`config.mk`:
```
export PLATFORM = sky130hd
export DESIGN_NAME = power_state_reset_control
export DESIGN_NICKNAME = d
export VERILOG_FILES = /design/src/verilog/power_state_reset_control.v
export VERILOG_INCLUDE_DIRS = /design/src /design/src/verilog
export SDC_FILE = /design/constraint.sdc
export NUM_CORES = 1
export LEC_CHECK = 0
export BUFFER_PORTS_ARGS = -buffer_cell sky130_fd_sc_hd__buf_2
export CORE_MARGIN = 2
export CORE_UTILIZATION = 46
export DETAILED_ROUTE_END_ITERATION = 7
export SLEW_MARGIN = 20
export SYNTH_ARGS = -nofsm -noshare
export SYNTH_HDL_FRONTEND = slang
export SYNTH_SLANG_ARGS = --single-unit
```
`constraint.sdc`:
```
create_clock -name core_clk -period 8.27 [get_ports core_clk]
set_clock_uncertainty 0.05 [all_clocks]
set_input_delay 2.0675 -clock core_clk [delete_from_list [all_inputs] [get_ports core_clk]]
set_output_delay 2.0675 -clock core_clk [all_outputs]
set_load 0.01 [all_outputs]
```
`src/verilog/power_state_map.vh`:
```
// Constants for the power state and reset control block: register offsets,
// field positions, reset values and timing counts.
// Assumes a 125 MHz core clock.
`ifndef POWER_STATE_MAP_VH
`define POWER_STATE_MAP_VH

// ----------------------------------------
// Register offsets
// ----------------------------------------
`define OFS_EVENT_STATUS_FLAGS 8'h0F
`define OFS_INTERRUPT_ENABLE_MASK 8'h12
`define OFS_OSCILLATOR_SELECT_CONTROL 8'h1C
`define OFS_BATTERY_THRESHOLD_CONTROL 8'h21
`define OFS_BACKUP_MODE_IO_CONTROL 8'h27
`define OFS_COMPARATOR_LEVEL_STATUS 8'h2F
`define OFS_PIN_OUTPUT_CONTROL 8'h30
`define OFS_EXTENSION_MEMORY_SELECT 8'h3F

// ----------------------------------------
// Field positions
// ----------------------------------------
`define BIT_BATTERY_LOW_FLAG 4
`define BIT_ON_BACKUP_FLAG 7
`define BIT_BATTERY_LOW_IRQ_ENABLE 4
`define BIT_OSC_SELECT_RC 7
`define BIT_AUTO_OSCILLATOR_SWITCH 4
`define BIT_COMPARATOR_POLARITY 4
`define BIT_INTERFACE_ON_BACKUP 7
`define BIT_COMPARATOR_LEVEL 7
`define BIT_EXTERNAL_RESET_ENABLE 4
`define BIT_WATCHDOG_STEERING 5
`define BIT_SLEEP_RESET_ENABLE 6
`define BIT_RESET_POLARITY 7

// ----------------------------------------
// Reset values
// ----------------------------------------
`define RST_INTERRUPT_ENABLE_MASK 8'h00
`define RST_OSCILLATOR_SELECT_CONTROL 8'h00
`define RST_BATTERY_THRESHOLD_CONTROL 8'h00
`define RST_BACKUP_MODE_IO_CONTROL 8'h80
`define RST_PIN_OUTPUT_CONTROL 8'h10
`define RST_EXTENSION_MEMORY_SELECT 8'h00

// ----------------------------------------
// Timing
// ----------------------------------------
`define CLK_MHZ 125
`define POWER_UP_ACCESS_DELAY_US 200
`define RESET_EXTENSION_DELAY_US 200
`define WATCHDOG_RESET_MS 60
`define POWER_UP_ACCESS_CYCLES (`POWER_UP_ACCESS_DELAY_US * `CLK_MHZ)
`define RESET_EXTENSION_CYCLES (`RESET_EXTENSION_DELAY_US * `CLK_MHZ)
`define WATCHDOG_RESET_CYCLES (`WATCHDOG_RESET_MS * 1000 * `CLK_MHZ)

`endif

```
`src/verilog/power_state_reset_control.v`:
```
// Power state tracking, backup switchover, battery-low detection and
// system reset generation.
// Assumes supply comparator outputs and pins arrive asynchronously from the
// analog domain; the register port is a simple synchronous strobe port.
//
// What this block does
// - Three power states; the reset state holds all registers at reset values.
// - Main supply above start leaves reset; below reset threshold returns, no backup.
// - Backup supply rising while in reset state does not change state.
// - Main below falling switch threshold with backup valid enters backup state.
// - Main above rising switch threshold returns to main state; hysteresis.
// - Backup below its reset threshold in backup state returns to reset.
// - Each entry into backup state sets the on-backup flag.
// - Crystal selected and auto switch set moves to RC while on backup.
// - Interface disabled on backup unless interface-on-backup bit is set.
// - Polarity 0 flags falling crossing, polarity 1 flags rising crossing.
// - Battery-low flag and its enable raise the interrupt request.
// - Comparator level bit follows the hysteretic comparator outputs.
// - Interface accesses blocked and ready low for the power-up delay.
// - Reset polarity bit selects output sense and powers up at 0.
// - System reset is the OR of the ungated power-up source and three enable-gated sources.
// - Reset held a further extension delay after ready rises.
// - Enabled external reset asserts while low, releases at once; enable resets to 1.
// - Steered watchdog expiry asserts reset for about 60 ms.
// - Sleep reset asserted through sleep, extended after sleep ends.
`timescale 1ns/1ps
`include "power_state_map.vh"

module power_state_reset_control #(
    parameter POWER_UP_CYCLES = `POWER_UP_ACCESS_CYCLES,
    parameter EXTENSION_CYCLES = `RESET_EXTENSION_CYCLES,
    parameter WATCHDOG_CYCLES = `WATCHDOG_RESET_CYCLES
) (
    input wire core_clk,
    input wire rst,
    input wire main_above_start,
    input wire main_above_reset,
    input wire main_above_falling_switch,
    input wire main_above_rising_switch,
    input wire backup_above_switch,
    input wire backup_above_reset,
    input wire backup_above_rising_ref,
    input wire backup_above_falling_ref,
    input wire external_reset_input_n,
    input wire watchdog_expired,
    input wire sleep_active,
    input wire reg_wr,
    input wire reg_rd,
    input wire [7:0] reg_addr,
    input wire [7:0] reg_wdata,
    output reg [7:0] reg_rdata,
    output reg interface_enable,
    output reg use_rc_oscillator,
    output reg irq,
    output reg ready_interrupt_output,
    output reg system_reset_output,
    output reg [1:0] power_state
);

// ----------------------------------------
// States and counters
// ----------------------------------------
localparam [1:0] ST_POR = 2'h0;
localparam [1:0] ST_MAIN = 2'h1;
localparam [1:0] ST_BACKUP = 2'h2;
localparam [31:0] PU_FULL = POWER_UP_CYCLES;
localparam [31:0] EXT_FULL = EXTENSION_CYCLES;
localparam [31:0] WD_FULL = WATCHDOG_CYCLES;
localparam [23:0] PU_CNT = PU_FULL[23:0];
localparam [23:0] EXT_CNT = EXT_FULL[23:0];
localparam [23:0] WD_CNT = WD_FULL[23:0];

function [23:0] dec;
    input [23:0] v;
    begin
        dec = (v == 24'h000000) ? 24'h000000 : v - 24'h000001;
    end
endfunction

// ----------------------------------------
// Synchronisers
// ----------------------------------------
reg [8:0] sync1_q;
reg [8:0] sync2_q;
always @(posedge core_clk or posedge rst) begin
    if (rst) begin
        sync1_q <= 9'h100;
        sync2_q <= 9'h100;
    end else begin
        sync1_q <= {external_reset_input_n, backup_above_falling_ref, backup_above_rising_ref,
                    backup_above_reset, backup_above_switch, main_above_rising_switch,
                    main_above_falling_switch, main_above_reset, main_above_start};
        sync2_q <= sync1_q;
    end
end
wire s_start = sync2_q[0];
wire s_main_rst = sync2_q[1];
wire s_fall_sw = sync2_q[2];
wire s_rise_sw = sync2_q[3];
wire s_bat_sw = sync2_q[4];
wire s_bat_rst = sync2_q[5];
wire s_ref_rise = sync2_q[6];
wire s_ref_fall = sync2_q[7];
wire s_ext_n = sync2_q[8];

// ----------------------------------------
// Power state machine
// ----------------------------------------
reg [1:0] state_q;
reg [1:0] state_d;
always @* begin
    state_d = state_q;
    case (state_q)
        ST_POR: begin
            if (s_start)
                state_d = ST_MAIN;
        end
        ST_MAIN: begin
            if (s_bat_sw && !s_fall_sw)
                state_d = ST_BACKUP;
            else if (!s_bat_sw && !s_main_rst)
                state_d = ST_POR;
        end
        ST_BACKUP: begin
            if (!s_bat_rst)
                state_d = ST_POR;
            else if (s_rise_sw)
                state_d = ST_MAIN;
        end
        default: state_d = ST_POR;
    endcase
end
wire in_por = (state_q == ST_POR);
wire enter_backup = (state_d == ST_BACKUP) && (state_q != ST_BACKUP);
wire power_up = (state_q == ST_POR) && (state_d == ST_MAIN);

// ----------------------------------------
// Registers
// ----------------------------------------
reg [7:0] irq_mask_q;
reg [7:0] osc_ctrl_q;
reg [7:0] comparator_threshold_select_ctrl_q;
reg [7:0] batmode_q;
reg [7:0] out_ctrl_q;
reg [7:0] ext_sel_q;
reg on_backup_flag_q;
reg battery_low_flag_q;
reg comparator_level_q;
reg [23:0] pu_cnt_q;
reg access_ok_q;
wire wr_ok = reg_wr && access_ok_q && interface_enable;
wire wr_status = wr_ok && (reg_addr == `OFS_EVENT_STATUS_FLAGS);
wire polarity = comparator_threshold_select_ctrl_q[`BIT_COMPARATOR_POLARITY];
wire cmp_fall = comparator_level_q && !s_ref_fall;
wire cmp_rise = !comparator_level_q && s_ref_rise;

always @(posedge core_clk or posedge rst) begin
    if (rst) begin
        state_q <= ST_POR;
        irq_mask_q <= `RST_INTERRUPT_ENABLE_MASK;
        osc_ctrl_q <= `RST_OSCILLATOR_SELECT_CONTROL;
        comparator_threshold_select_ctrl_q <= `RST_BATTERY_THRESHOLD_CONTROL;
        batmode_q <= `RST_BACKUP_MODE_IO_CONTROL;
        out_ctrl_q <= `RST_PIN_OUTPUT_CONTROL;
        ext_sel_q <= `RST_EXTENSION_MEMORY_SELECT;
        on_backup_flag_q <= 1'b0;
        battery_low_flag_q <= 1'b0;
        comparator_level_q <= 1'b0;
    end else begin
        state_q <= state_d;
        if (in_por) begin
            irq_mask_q <= `RST_INTERRUPT_ENABLE_MASK;
            osc_ctrl_q <= `RST_OSCILLATOR_SELECT_CONTROL;
            comparator_threshold_select_ctrl_q <= `RST_BATTERY_THRESHOLD_CONTROL;
            batmode_q <= `RST_BACKUP_MODE_IO_CONTROL;
            out_ctrl_q <= `RST_PIN_OUTPUT_CONTROL;
            ext_sel_q <= `RST_EXTENSION_MEMORY_SELECT;
            on_backup_flag_q <= 1'b0;
            battery_low_flag_q <= 1'b0;
            comparator_level_q <= 1'b0;
        end else begin
            if (wr_ok) begin
                case (reg_addr)
                    `OFS_INTERRUPT_ENABLE_MASK: irq_mask_q <= reg_wdata;
                    `OFS_OSCILLATOR_SELECT_CONTROL: osc_ctrl_q <= reg_wdata;
                    `OFS_BATTERY_THRESHOLD_CONTROL: comparator_threshold_select_ctrl_q <= reg_wdata;
                    `OFS_BACKUP_MODE_IO_CONTROL: batmode_q <= reg_wdata;
                    `OFS_PIN_OUTPUT_CONTROL: out_ctrl_q <= reg_wdata;
                    `OFS_EXTENSION_MEMORY_SELECT: ext_sel_q <= reg_wdata;
                    default: ;
                endcase
            end
            // Hardware set wins over a software clear in the same cycle
            if (enter_backup)
                on_backup_flag_q <= 1'b1;
            else if (wr_status && !reg_wdata[`BIT_ON_BACKUP_FLAG])
                on_backup_flag_q <= 1'b0;
            if ((!polarity && cmp_fall) || (polarity && cmp_rise))
                battery_low_flag_q <= 1'b1;
            else if (wr_status && !reg_wdata[`BIT_BATTERY_LOW_FLAG])
                battery_low_flag_q <= 1'b0;
            if (cmp_fall)
                comparator_level_q <= 1'b0;
            else if (cmp_rise)
                comparator_level_q <= 1'b1;
        end
    end
end

// ----------------------------------------
// Power-up access delay
// ----------------------------------------
always @(posedge core_clk or posedge rst) begin
    if (rst) begin
        pu_cnt_q <= 24'h000000;
        access_ok_q <= 1'b0;
    end else if (in_por) begin
        pu_cnt_q <= PU_CNT;
        access_ok_q <= 1'b0;
    end else if (power_up || pu_cnt_q != 24'h000000) begin
        pu_cnt_q <= dec(pu_cnt_q);
        access_ok_q <= (pu_cnt_q == 24'h000001);
    end
end

// ----------------------------------------
// Reset sources
// ----------------------------------------
reg [23:0] ext_cnt_q;
reg [23:0] wd_cnt_q;
reg access_seen_q;
reg sleep_q;
wire rs_ext_en = out_ctrl_q[`BIT_EXTERNAL_RESET_ENABLE];
wire rs_wd_en = out_ctrl_q[`BIT_WATCHDOG_STEERING];
wire rs_sleep_en = out_ctrl_q[`BIT_SLEEP_RESET_ENABLE];
wire sleep_exit = sleep_q && !sleep_active && rs_sleep_en;
always @(posedge core_clk or posedge rst) begin
    if (rst) begin
        ext_cnt_q <= 24'h000000;
        wd_cnt_q <= 24'h000000;
        access_seen_q <= 1'b0;
        sleep_q <= 1'b0;
    end else begin
        access_seen_q <= access_ok_q && !in_por;
        sleep_q <= sleep_active;
        if (in_por)
            ext_cnt_q <= 24'h000000;
        else if ((access_ok_q && !access_seen_q) || sleep_exit)
            ext_cnt_q <= EXT_CNT;
        else
            ext_cnt_q <= dec(ext_cnt_q);
        if (watchdog_expired && rs_wd_en)
            wd_cnt_q <= WD_CNT;
        else
            wd_cnt_q <= dec(wd_cnt_q);
    end
end
// Load cycles of the extension counter count as asserted, so no one-cycle release
wire reset_asserted = !access_ok_q || (ext_cnt_q != 24'h000000) ||
                      (access_ok_q && !access_seen_q) || sleep_exit ||
                      (rs_ext_en && !s_ext_n) ||
                      (wd_cnt_q != 24'h000000) ||
                      (rs_sleep_en && sleep_active);

// ----------------------------------------
// Outputs and read port
// ----------------------------------------
always @(posedge core_clk or posedge rst) begin
    if (rst) begin
        reg_rdata <= 8'h00;
        interface_enable <= 1'b0;
        use_rc_oscillator <= 1'b0;
        irq <= 1'b0;
        ready_interrupt_output <= 1'b0;
        system_reset_output <= 1'b0;
        power_state <= ST_POR;
    end else begin
        power_state <= state_q;
        interface_enable <= access_ok_q &&
            !(state_q == ST_BACKUP && !batmode_q[`BIT_INTERFACE_ON_BACKUP]);
        use_rc_oscillator <= osc_ctrl_q[`BIT_OSC_SELECT_RC] ||
            (state_q == ST_BACKUP && osc_ctrl_q[`BIT_AUTO_OSCILLATOR_SWITCH]);
        irq <= battery_low_flag_q && irq_mask_q[`BIT_BATTERY_LOW_IRQ_ENABLE];
        ready_interrupt_output <= access_ok_q;
        system_reset_output <= out_ctrl_q[`BIT_RESET_POLARITY] ?
            reset_asserted : !reset_asserted;
        reg_rdata <= 8'h00;
        if (reg_rd && access_ok_q && interface_enable) begin
            case (reg_addr)
                `OFS_EVENT_STATUS_FLAGS: reg_rdata <= {on_backup_flag_q, 2'b00,
                    battery_low_flag_q, 4'h0};
                `OFS_INTERRUPT_ENABLE_MASK: reg_rdata <= irq_mask_q;
                `OFS_OSCILLATOR_SELECT_CONTROL: reg_rdata <= osc_ctrl_q;
                `OFS_BATTERY_THRESHOLD_CONTROL: reg_rdata <= comparator_threshold_select_ctrl_q;
                `OFS_BACKUP_MODE_IO_CONTROL: reg_rdata <= batmode_q;
                `OFS_COMPARATOR_LEVEL_STATUS: reg_rdata <= {comparator_level_q, 7'h00};
                `OFS_PIN_OUTPUT_CONTROL: reg_rdata <= out_ctrl_q;
                `OFS_EXTENSION_MEMORY_SELECT: reg_rdata <= ext_sel_q;
                default: reg_rdata <= 8'h00;
            endcase
        end
    end
end

endmodule // power_state_reset_control

```
### Yosys cells after proc, flatten, opt, wreduce, memory -nomap -nowiden

Index checks and enable logic that the tools add are counted.

* reductions and logical operators: 76
* equality and inequality tests: 14
* $add $sub $neg: 3
* multiplexer cells: 46

Operators by type and width (count)
* $mux W24: 8
* $mux W8: 19
* $logic_not A24 Y1: 3
* $reduce_bool A24 Y1: 3
* $sub A24 B1 Y24 const B: 3
* $pmux W8 S8: 1
* $eq A8 B6 Y1 const B: 5
* $logic_and A1 B1 Y1: 26
* $eq A24 B1 Y1 const B: 1
* $eq A8 B5 Y1 const B: 2
* $logic_not A1 Y1: 16
* $reduce_bool A2 Y1: 8
* $mux W1: 12
* $reduce_and A2 Y1: 6
* $logic_or A1 B1 Y1: 10
* $mux W2: 5
* $reduce_bool A3 Y1: 3
* $eq A8 B4 Y1 const B: 1
* $pmux W2 S3: 1
* $eq A2 B1 Y1 const B: 2
* $eq A2 B2 Y1 const B: 2
* $logic_not A2 Y1: 1
* $ne A2 B2 Y1 const B: 1

* flip-flop bits (word level): 161
* output and inout bits: 15
* bits of input ports: 31
* word-level logic and storage cells: 164

### Logic depth before layout (Yosys ltp)

Gate-level depths: netlist (run 1).

* word-level depth: 10
* mapped depth: 9

### Worst setup path after synthesis (run 1)

OpenSTA, ideal clock, no wires.

* path type: input to register
* from: in reg_addr[0]
* to: reg out_ctrl_q[0]
* path buffers: 2
* stages: 7
* path slack: 4350 ps
* data required time: 8142 ps
* arrival: 3792 ps
* library setup time: 78 ps
* cells stage by stage: or4b_2 -> nor4_1 -> clkbuf_1 -> and2_1 -> clkbuf_1 -> nand2_1 -> a21oi_1

* word-level cells in the longest chain between the ends: 3

RTL lines
* from (decl): line power_state_reset_control.v:49 `input wire [7:0] reg_addr,`
* $eq A8 B6 Y1: line power_state_reset_control.v:183 `case (reg_addr)`
* $reduce_bool A2 Y1 (no line)
* $reduce_and A2 Y1 (no line)
* to (signal assigned): line power_state_reset_control.v:164 `` out_ctrl_q <= `RST_PIN_OUTPUT_CONTROL; ``
* to (signal assigned): line power_state_reset_control.v:176 `` out_ctrl_q <= `RST_PIN_OUTPUT_CONTROL; ``
* to (signal assigned): line power_state_reset_control.v:188 `` `OFS_PIN_OUTPUT_CONTROL: out_ctrl_q <= reg_wdata; ``
* to (decl): line power_state_reset_control.v:144 `reg [7:0] out_ctrl_q;`

No other way between the ends.
A chain may end at the register's enable or synchronous reset.

### Final worst setup path (run 1)

* from: in reg_addr[4]
* to: reg reg_rdata[6]

* word-level cells in the longest chain between the ends: 3

RTL lines
* $eq A8 B6 Y1 (tied with other cells): line power_state_reset_control.v:289 `case (reg_addr)`
* $pmux W8 S8 (*): line power_state_reset_control.v:289
* $mux W8 (*): line power_state_reset_control.v:288 `if (reg_rd && access_ok_q && interface_enable) begin`
* to (signal assigned): line power_state_reset_control.v:290 `` `OFS_EVENT_STATUS_FLAGS: reg_rdata <= {on_backup_flag_q, 2'b00, ``
* to (signal assigned): line power_state_reset_control.v:292 `` `OFS_INTERRUPT_ENABLE_MASK: reg_rdata <= irq_mask_q; ``
* to (signal assigned): line power_state_reset_control.v:293 `` `OFS_OSCILLATOR_SELECT_CONTROL: reg_rdata <= osc_ctrl_q; ``
* to (decl): line power_state_reset_control.v:51 `output reg [7:0] reg_rdata,`

Mark *: on every way between the ends. The rest lies on a longest branch, timed or not.

==> flow_metrics.tcl, run 1 <==
set metrics [dict create \
    synthTopCellsByArea "dfrtp_1, nand2_1, a21oi_1, nor2_1, nand3_1" \
    drt_pre_antenna_iters 7 \
    fin_crit_ns 4.475 \
    fmax_ghz 0.2235 \
    syn-cell-area_um2 7363 \
    power_density_nw_per_um2 222.8 \
    final.setup.tns_ns 0 \
    clkSlewWorstSetupHoldPaths_ns 0.06 \
    port_buffers 45 \
    hold_viol 0 \
    grt_pass1_wl_um 28840 \
    hpwl_um 11240 \
    row_count 46 \
    place_area_um2 7807 \
    cts_buffers 17 \
    grt-ovfl-total 0 \
    path_max_fanout 13 \
    finalWeightedCongestion 0.8195 \
    antenna_found_initial 0 \
    leakage_uw 0.003639 \
    rr_worst_depth 5 \
    slew_headroom 0.2486 \
    setup_viol 0 \
    end_kind "flip-flop" \
    wl_per_cell_um 16.72 \
    vdd_drop_max_v 0.0001714 \
    core_area_um2 15770 \
    insertedDiodeCount 0 \
    grtUsageTotal 0.2157 \
    drc 0 \
    cts_sinks 161 \
    status "finished clean" \
    synthDominantAreaCellType "dfrtp_1" \
    dieHeight_um 130.5 \
    layout_commonest_cell "dfrtp_1" \
    synth_edf_count 0 \
    maxSlewViolCount 0 \
    synth_ff_type "dfrtp_1" \
    regArea_um2 4034 \
    root_buffer "clkbuf_16" \
    syn_area_per_cell_um2 9.740 \
    drtIter0Drc 323 \
    fillers 1427 \
    ys_types 54 \
    cts_htree_levels 4 \
    whs_path_depth 0 \
    ctsHoldBuffers 0 \
    start_util 0.4669 \
    vias 5811 \
    die_x_um 130.5 \
    start_kind "input port" \
    required_ns 8.55 \
    cts_max_path_buffers 2 \
    ctsResizeCount 0 \
    cts_tree "built" \
    synth-seq-area-share 0.5478 \
    nNetsFinal 832 \
    drive_gt1_frac 0.1338 \
    layout_worst_path_cycle_share 0.5411 \
    synth-async-reset-ratio 1.000 \
    most-common-layout-cells "dfrtp_1, nand2_1, a21oi_1, nor2_1, nand3_1" \
    tightest_slew_ns 1.118 \
    maxCapViolCount 0 \
    synth_top_cell_area_share 0.5336 \
    ys_ff_latch 161 \
    hp-class "reg -> reg" \
    final_antenna_net_count 0 \
    fin_area_um2 8461 \
    dieArea_um2 17040 \
    avgViaCountPerCell 5.680 \
    drt-total-wl_um 17110 \
    rsz0062_at_grt "no" \
    crit_arrival_ns 4.76 \
    ys_warn_count 0 \
    multi_input_area_um2 3191 \
    syn_to_final_growth_pct 14.90 \
    syn-num-nets 794 \
    cts_setup_buffers 0 \
    first_global_vias 5890 \
    insertion_delay_ns 0.43 \
    synthCells 756 \
    grt_max_degree 114 \
    io_pins 46 \
    path_class "in -> reg" \
]
sequential cells by signal, indices dropped and copies added (netlist names), 9 cells and up:
signal,count
pu_cnt_q,24
ext_cnt_q,24
sync2_q,9
sync1_q,9
wd_cnt_q,24
synth_stat cells, types with 4 or more instances:
master     instances
ha_1               7
xor2_1            26
nor2b_1            8
o21ai_0           20
nor4b_1            5
and2_1             4
a31oi_1            9
nand2_1          108
o31ai_1            4
nor3_1            19
nand4b_1           5
inv_1             15
o41ai_1            5
a21oi_1           70
dfstp_2            4
a22o_1             5
nand4_1           12
nor4_1            17
or4_1             11
nor2_1            69
clkbuf_1          28
and3_1             5
xnor2_1           20
or3_1              6
o2111ai_1          4
dfrtp_1          157
nand3_1           49
a22oi_1           15
final timing paths:
path | from | to | slack [ns]
max in group asynchronous | rst | pu_cnt_q[2] | 5.30
setup reg to reg | ext_cnt_q[14] | ext_cnt_q[6] | 5.30
setup / recovery | reg_addr[4] | reg_rdata[6] | 3.79
hold reg to reg | sync1_q[5] | sync2_q[5] | 0.30
hold / removal | sync1_q[5] | sync2_q[5] | 0.30
min in group asynchronous | rst | ready_interrupt_output | 1.75
layout make-up:
type | instances | area share
clock buffer | 18 | 0.05191
inverter | 15 | 0.007542
tap | 216 | 0.03194
sequential | 161 | 0.4768
multi-input combinational | 549 | 0.3771
timing repair buffer | 50 | 0.03106
clock inverter | 14 | 0.02366
power breakdown:
part	leakage, uW	total (uW)	switching, uW	internal, uW
Clock	0.000304	853	335	518
Combinational	0.00125	194	139	55.1
Sequential	0.00209	838	26.4	812
worst max-delay path, cell delays in order:
cell	delay, ns
buf_2	0.14
or4b_2	0.73
nor4_2	0.87
or4_1	0.24
o2111ai_1	0.38
a31oi_1	0.32
logic make-up after synthesis:
kind of cell / synth area share
buf+inv: 0.02379
compound gates: 0.1242
fa+ha+maj: 0.01189
mux: 0.007137
simple gates: 0.2304
flops: 0.5478
xor+xnor: 0.05472
through the flow:
stage | instances | hold WS, ns | util | setup WS (ns) | total power [uW]
after floorplan | 756 | 0.2812 | - | 1.811 | 983.3
after global placement | 991 | 0.2838 | 0.4951 | 3.568 | 1042
after detailed placement | 991 | 0.2855 | 0.4951 | 3.455 | 1047
after CTS | 1023 | 0.3007 | 0.5356 | 3.885 | 1901
after global routing | 1023 | 0.3070 | 0.5365 | 3.646 | 1965
final | 1023 | 0.2995 | 0.5365 | 3.795 | 1885
routing by layer:
metal	up-vias	global-route usage	wire, um
met5	-	0	0
met4	0	0.07572	288
met3	29	0.04112	663
met1	2867	0.2801	7666
met2	141	0.3640	8489
li1	2774	-	-
Note: power is estimated with default switching activity, not from simulation.
==> inputs of run 2 (changes only) <==
- ABC_AREA: unset -> 1
- clock period: 8.27 -> 4.4 ns (I/O delays scaled with it)
==> run 2 against run 1 <==
Combinational power rose to 8.1 times the previous value. Count of clock-buffer cells in the layout decreased by 1. Non-clock buffer count fell by 3. Worst hold slack worse by 0.0013 ns. Largest cell class unchanged. Wire length is 9.7% higher. Critical endpoint is now comparator_threshold_select_ctrl_q[5]. Largest power group is now sequential cells. Sequential share of layout area is 3.5 points lower. Setup slack lost 1.8 ns. Power grew to 2.8 times the previous value. Synthesized area is 11% higher. Critical path depth grew 1.
==> flow_metrics.tcl, run 2 <==
set metrics [dict create \
    status "finished clean" \
    syn-cell-area_um2 8137 \
    netlist_top_cells_count "nand2_1, nor2_1, dfrtp_1" \
    synthTopCellsByArea "dfrtp_1, nand2_1, nor2_1, nand3_1, inv_1" \
    slew_headroom 0.4160 \
    dieHeight_um 137.0 \
    synthDominantAreaCellType "dfrtp_1" \
    setup_viol 0 \
    layout_commonest_cell "nand2_1" \
    grt_max_degree 80 \
    row_count 48 \
    cts_htree_levels 4 \
    nNetsFinal 1078 \
    rr_startpoint "state_q[1]" \
    root_buffer "clkbuf_16" \
    crit_chain "buf_2, inv_1, nand2_2, nor2_2, a31oi_4, nand2_1, o21ai_1" \
    most-common-layout-cells "nand2_1, nor2_1, dfrtp_1, nand3_1, inv_1" \
    syn_to_final_growth_pct 12.30 \
    leakage_uw 0.004329 \
    maxCapViolCount 0 \
    start_util 0.4704 \
    ctsHoldBuffers 0 \
    clkSlewWorstSetupHoldPaths_ns 0.07 \
    port_buffers 45 \
    grt-ovfl-total 0 \
    finalWeightedCongestion 0.8641 \
    rsz0062_at_grt "no" \
    synth_ff_type "dfrtp_1" \
    crit_slowest_cell "nor2_2" \
    end_kind "flip-flop" \
    cts_setup_buffers 0 \
    cts_buffers 17 \
    core_area_um2 17300 \
    wl_per_cell_um 14.66 \
    vdd_drop_max_v 0.0004798 \
    hold_viol 0 \
    synth-async-reset-ratio 1.000 \
    max_stage_delay_ns 0.69 \
    power_density_nw_per_um2 571.0 \
    holdWs_ns 0.2982 \
    insertion_delay_ns 0.43 \
    drive_gt1_frac 0.1330 \
    ys_types 39 \
    cts_max_path_buffers 2 \
    cts_tree "built" \
    ys_warn_count 0 \
    hpwl_um 13470 \
    hp-class "reg -> reg" \
    tightest_slew_ns 0.8750 \
    crit_arrival_ns 2.65 \
    fillers 1660 \
    regArea_um2 4034 \
    min_from "sync1_q[0]" \
    synth-seq-area-share 0.4958 \
    final.setup.tns_ns 0 \
    path_class "in -> reg" \
    drtIter0Drc 417 \
    maxSlewViolCount 0 \
    required_ns 4.65 \
    io_pins 46 \
    vias 6492 \
    avgViaCountPerCell 5.072 \
    path_max_fanout 20 \
    cts_sinks 161 \
    dieArea_um2 18770 \
    antenna_found_initial 2 \
    grtUsageTotal 0.2155 \
    drt_pre_antenna_iters 5 \
    die_x_um 137.0 \
    fin_area_um2 9138 \
    synth_edf_count 0 \
    synth.most_common_cell "nand2_1" \
    dp_cells 1246 \
    crit_start "reg_addr[6]" \
    drt-total-wl_um 18770 \
    start_kind "input port" \
    syn_area_per_cell_um2 8.186 \
    place_area_um2 8511 \
    fmax_ghz 0.4173 \
    top_regs "ext_cnt_q x24, pu_cnt_q x24, wd_cnt_q x24" \
    grt_pass1_wl_um 31270 \
    dp_slack_ns 1.562 \
    ys_ff_latch 161 \
    synth_top_cell_area_share 0.4829 \
    fin_crit_ns 2.396 \
    multi_input_area_um2 3642 \
    fin_cells 1280 \
    final_antenna_net_count 0 \
    ctsResizeCount 0 \
    drc 0 \
    first_global_vias 6342 \
    setup_ws_ns 2.004 \
    layout_worst_path_cycle_share 0.5446 \
    synthCells 994 \
    syn-num-nets 1032 \
]
-- run 2: changes by cell type in the layout (fill, tap and decap cells not counted), sizes merged, moves of 8 or more --
cell / previous run / this run
a21oi: 70 / 21
a22oi: 15 / 0
inv: 20 / 81
nand2: 108 / 245
nand3: 49 / 114
nor2: 69 / 196
nor2b: 8 / 0
nor4: 17 / 0
o21ai: 20 / 64
or3: 8 / 0
or4: 13 / 0
xnor2: 20 / 7
-- run 2: kinds of logic after synthesis --
logic type                 share of synthesized area
and+or+nand+nor                               0.3315
DFF                                           0.4958
AOI/OAI and AO/OA                            0.07197
buffers and inverters                        0.05659
xor gates and xnor gates                     0.03337
adders and majority gates                    0.01076
-- run 2: critical path, delay by kind of cell --
family | cells | cell delay, ns
buffers and inverters | 2 | 0.15
and+or+nand+nor | 3 | 0.95
AOI/OAI and AO/OA | 2 | 0.44
-- run 2: metal layers --
metal  vias to the layer above  wire length [um]  global-route usage
li1                       3313                 -                   -
met1                      3066              9112              0.2956
met2                        92              8716              0.3413
met3                        21               608             0.04778
met4                         0               329             0.06644
met5                         -                 0                   0
-- run 2: report_power, final --
| group | leakage [uW] | total [uW] | switching, uW | internal [uW] |
|---|---|---|---|---|
| clock network | 0.000295 | 1560 | 654 | 911 |
| registers | 0.00204 | 2070 | 254 | 1820 |
| logic | 0.00199 | 1580 | 1070 | 512 |
| total | 0.00433 | 5220 | 1980 | 3240 |
-- run 2: stage by stage --
step | util | total power [uW]
after detailed placement | 0.4920 | 3679
after CTS | 0.5280 | 5278
after floorplan | - | 3330
after global routing | 0.5281 | 5608
final | 0.5283 | 5218
after global placement | 0.4920 | 3658
-- run 2: worst paths after layout --
| path | slack, ns | depth (start not counted) | endpoint |
|---|---|---|---|
| max | 2.00 | 7 | comparator_threshold_select_ctrl_q[5] |
| min | 0.30 | 0 | sync2_q[0] |
| max reg2reg | 2.29 | 4 | ext_sel_q[6] |
| min reg2reg | 0.30 | 0 | sync2_q[0] |
| max in group asynchronous | 2.78 | 3 | batmode_q[7] |
| min in group asynchronous | 0.71 | 2 | ext_cnt_q[21] |
-- run 2: area by class of cell --
class,instances,area share
well taps,225,0.03081
flip-flops and latches,161,0.4415
diodes,2,0.0005477
multi-input cells,738,0.3986
repair buffers,47,0.02903
inverters,75,0.03149
clock inverters,15,0.02150
clock buffers,17,0.04656
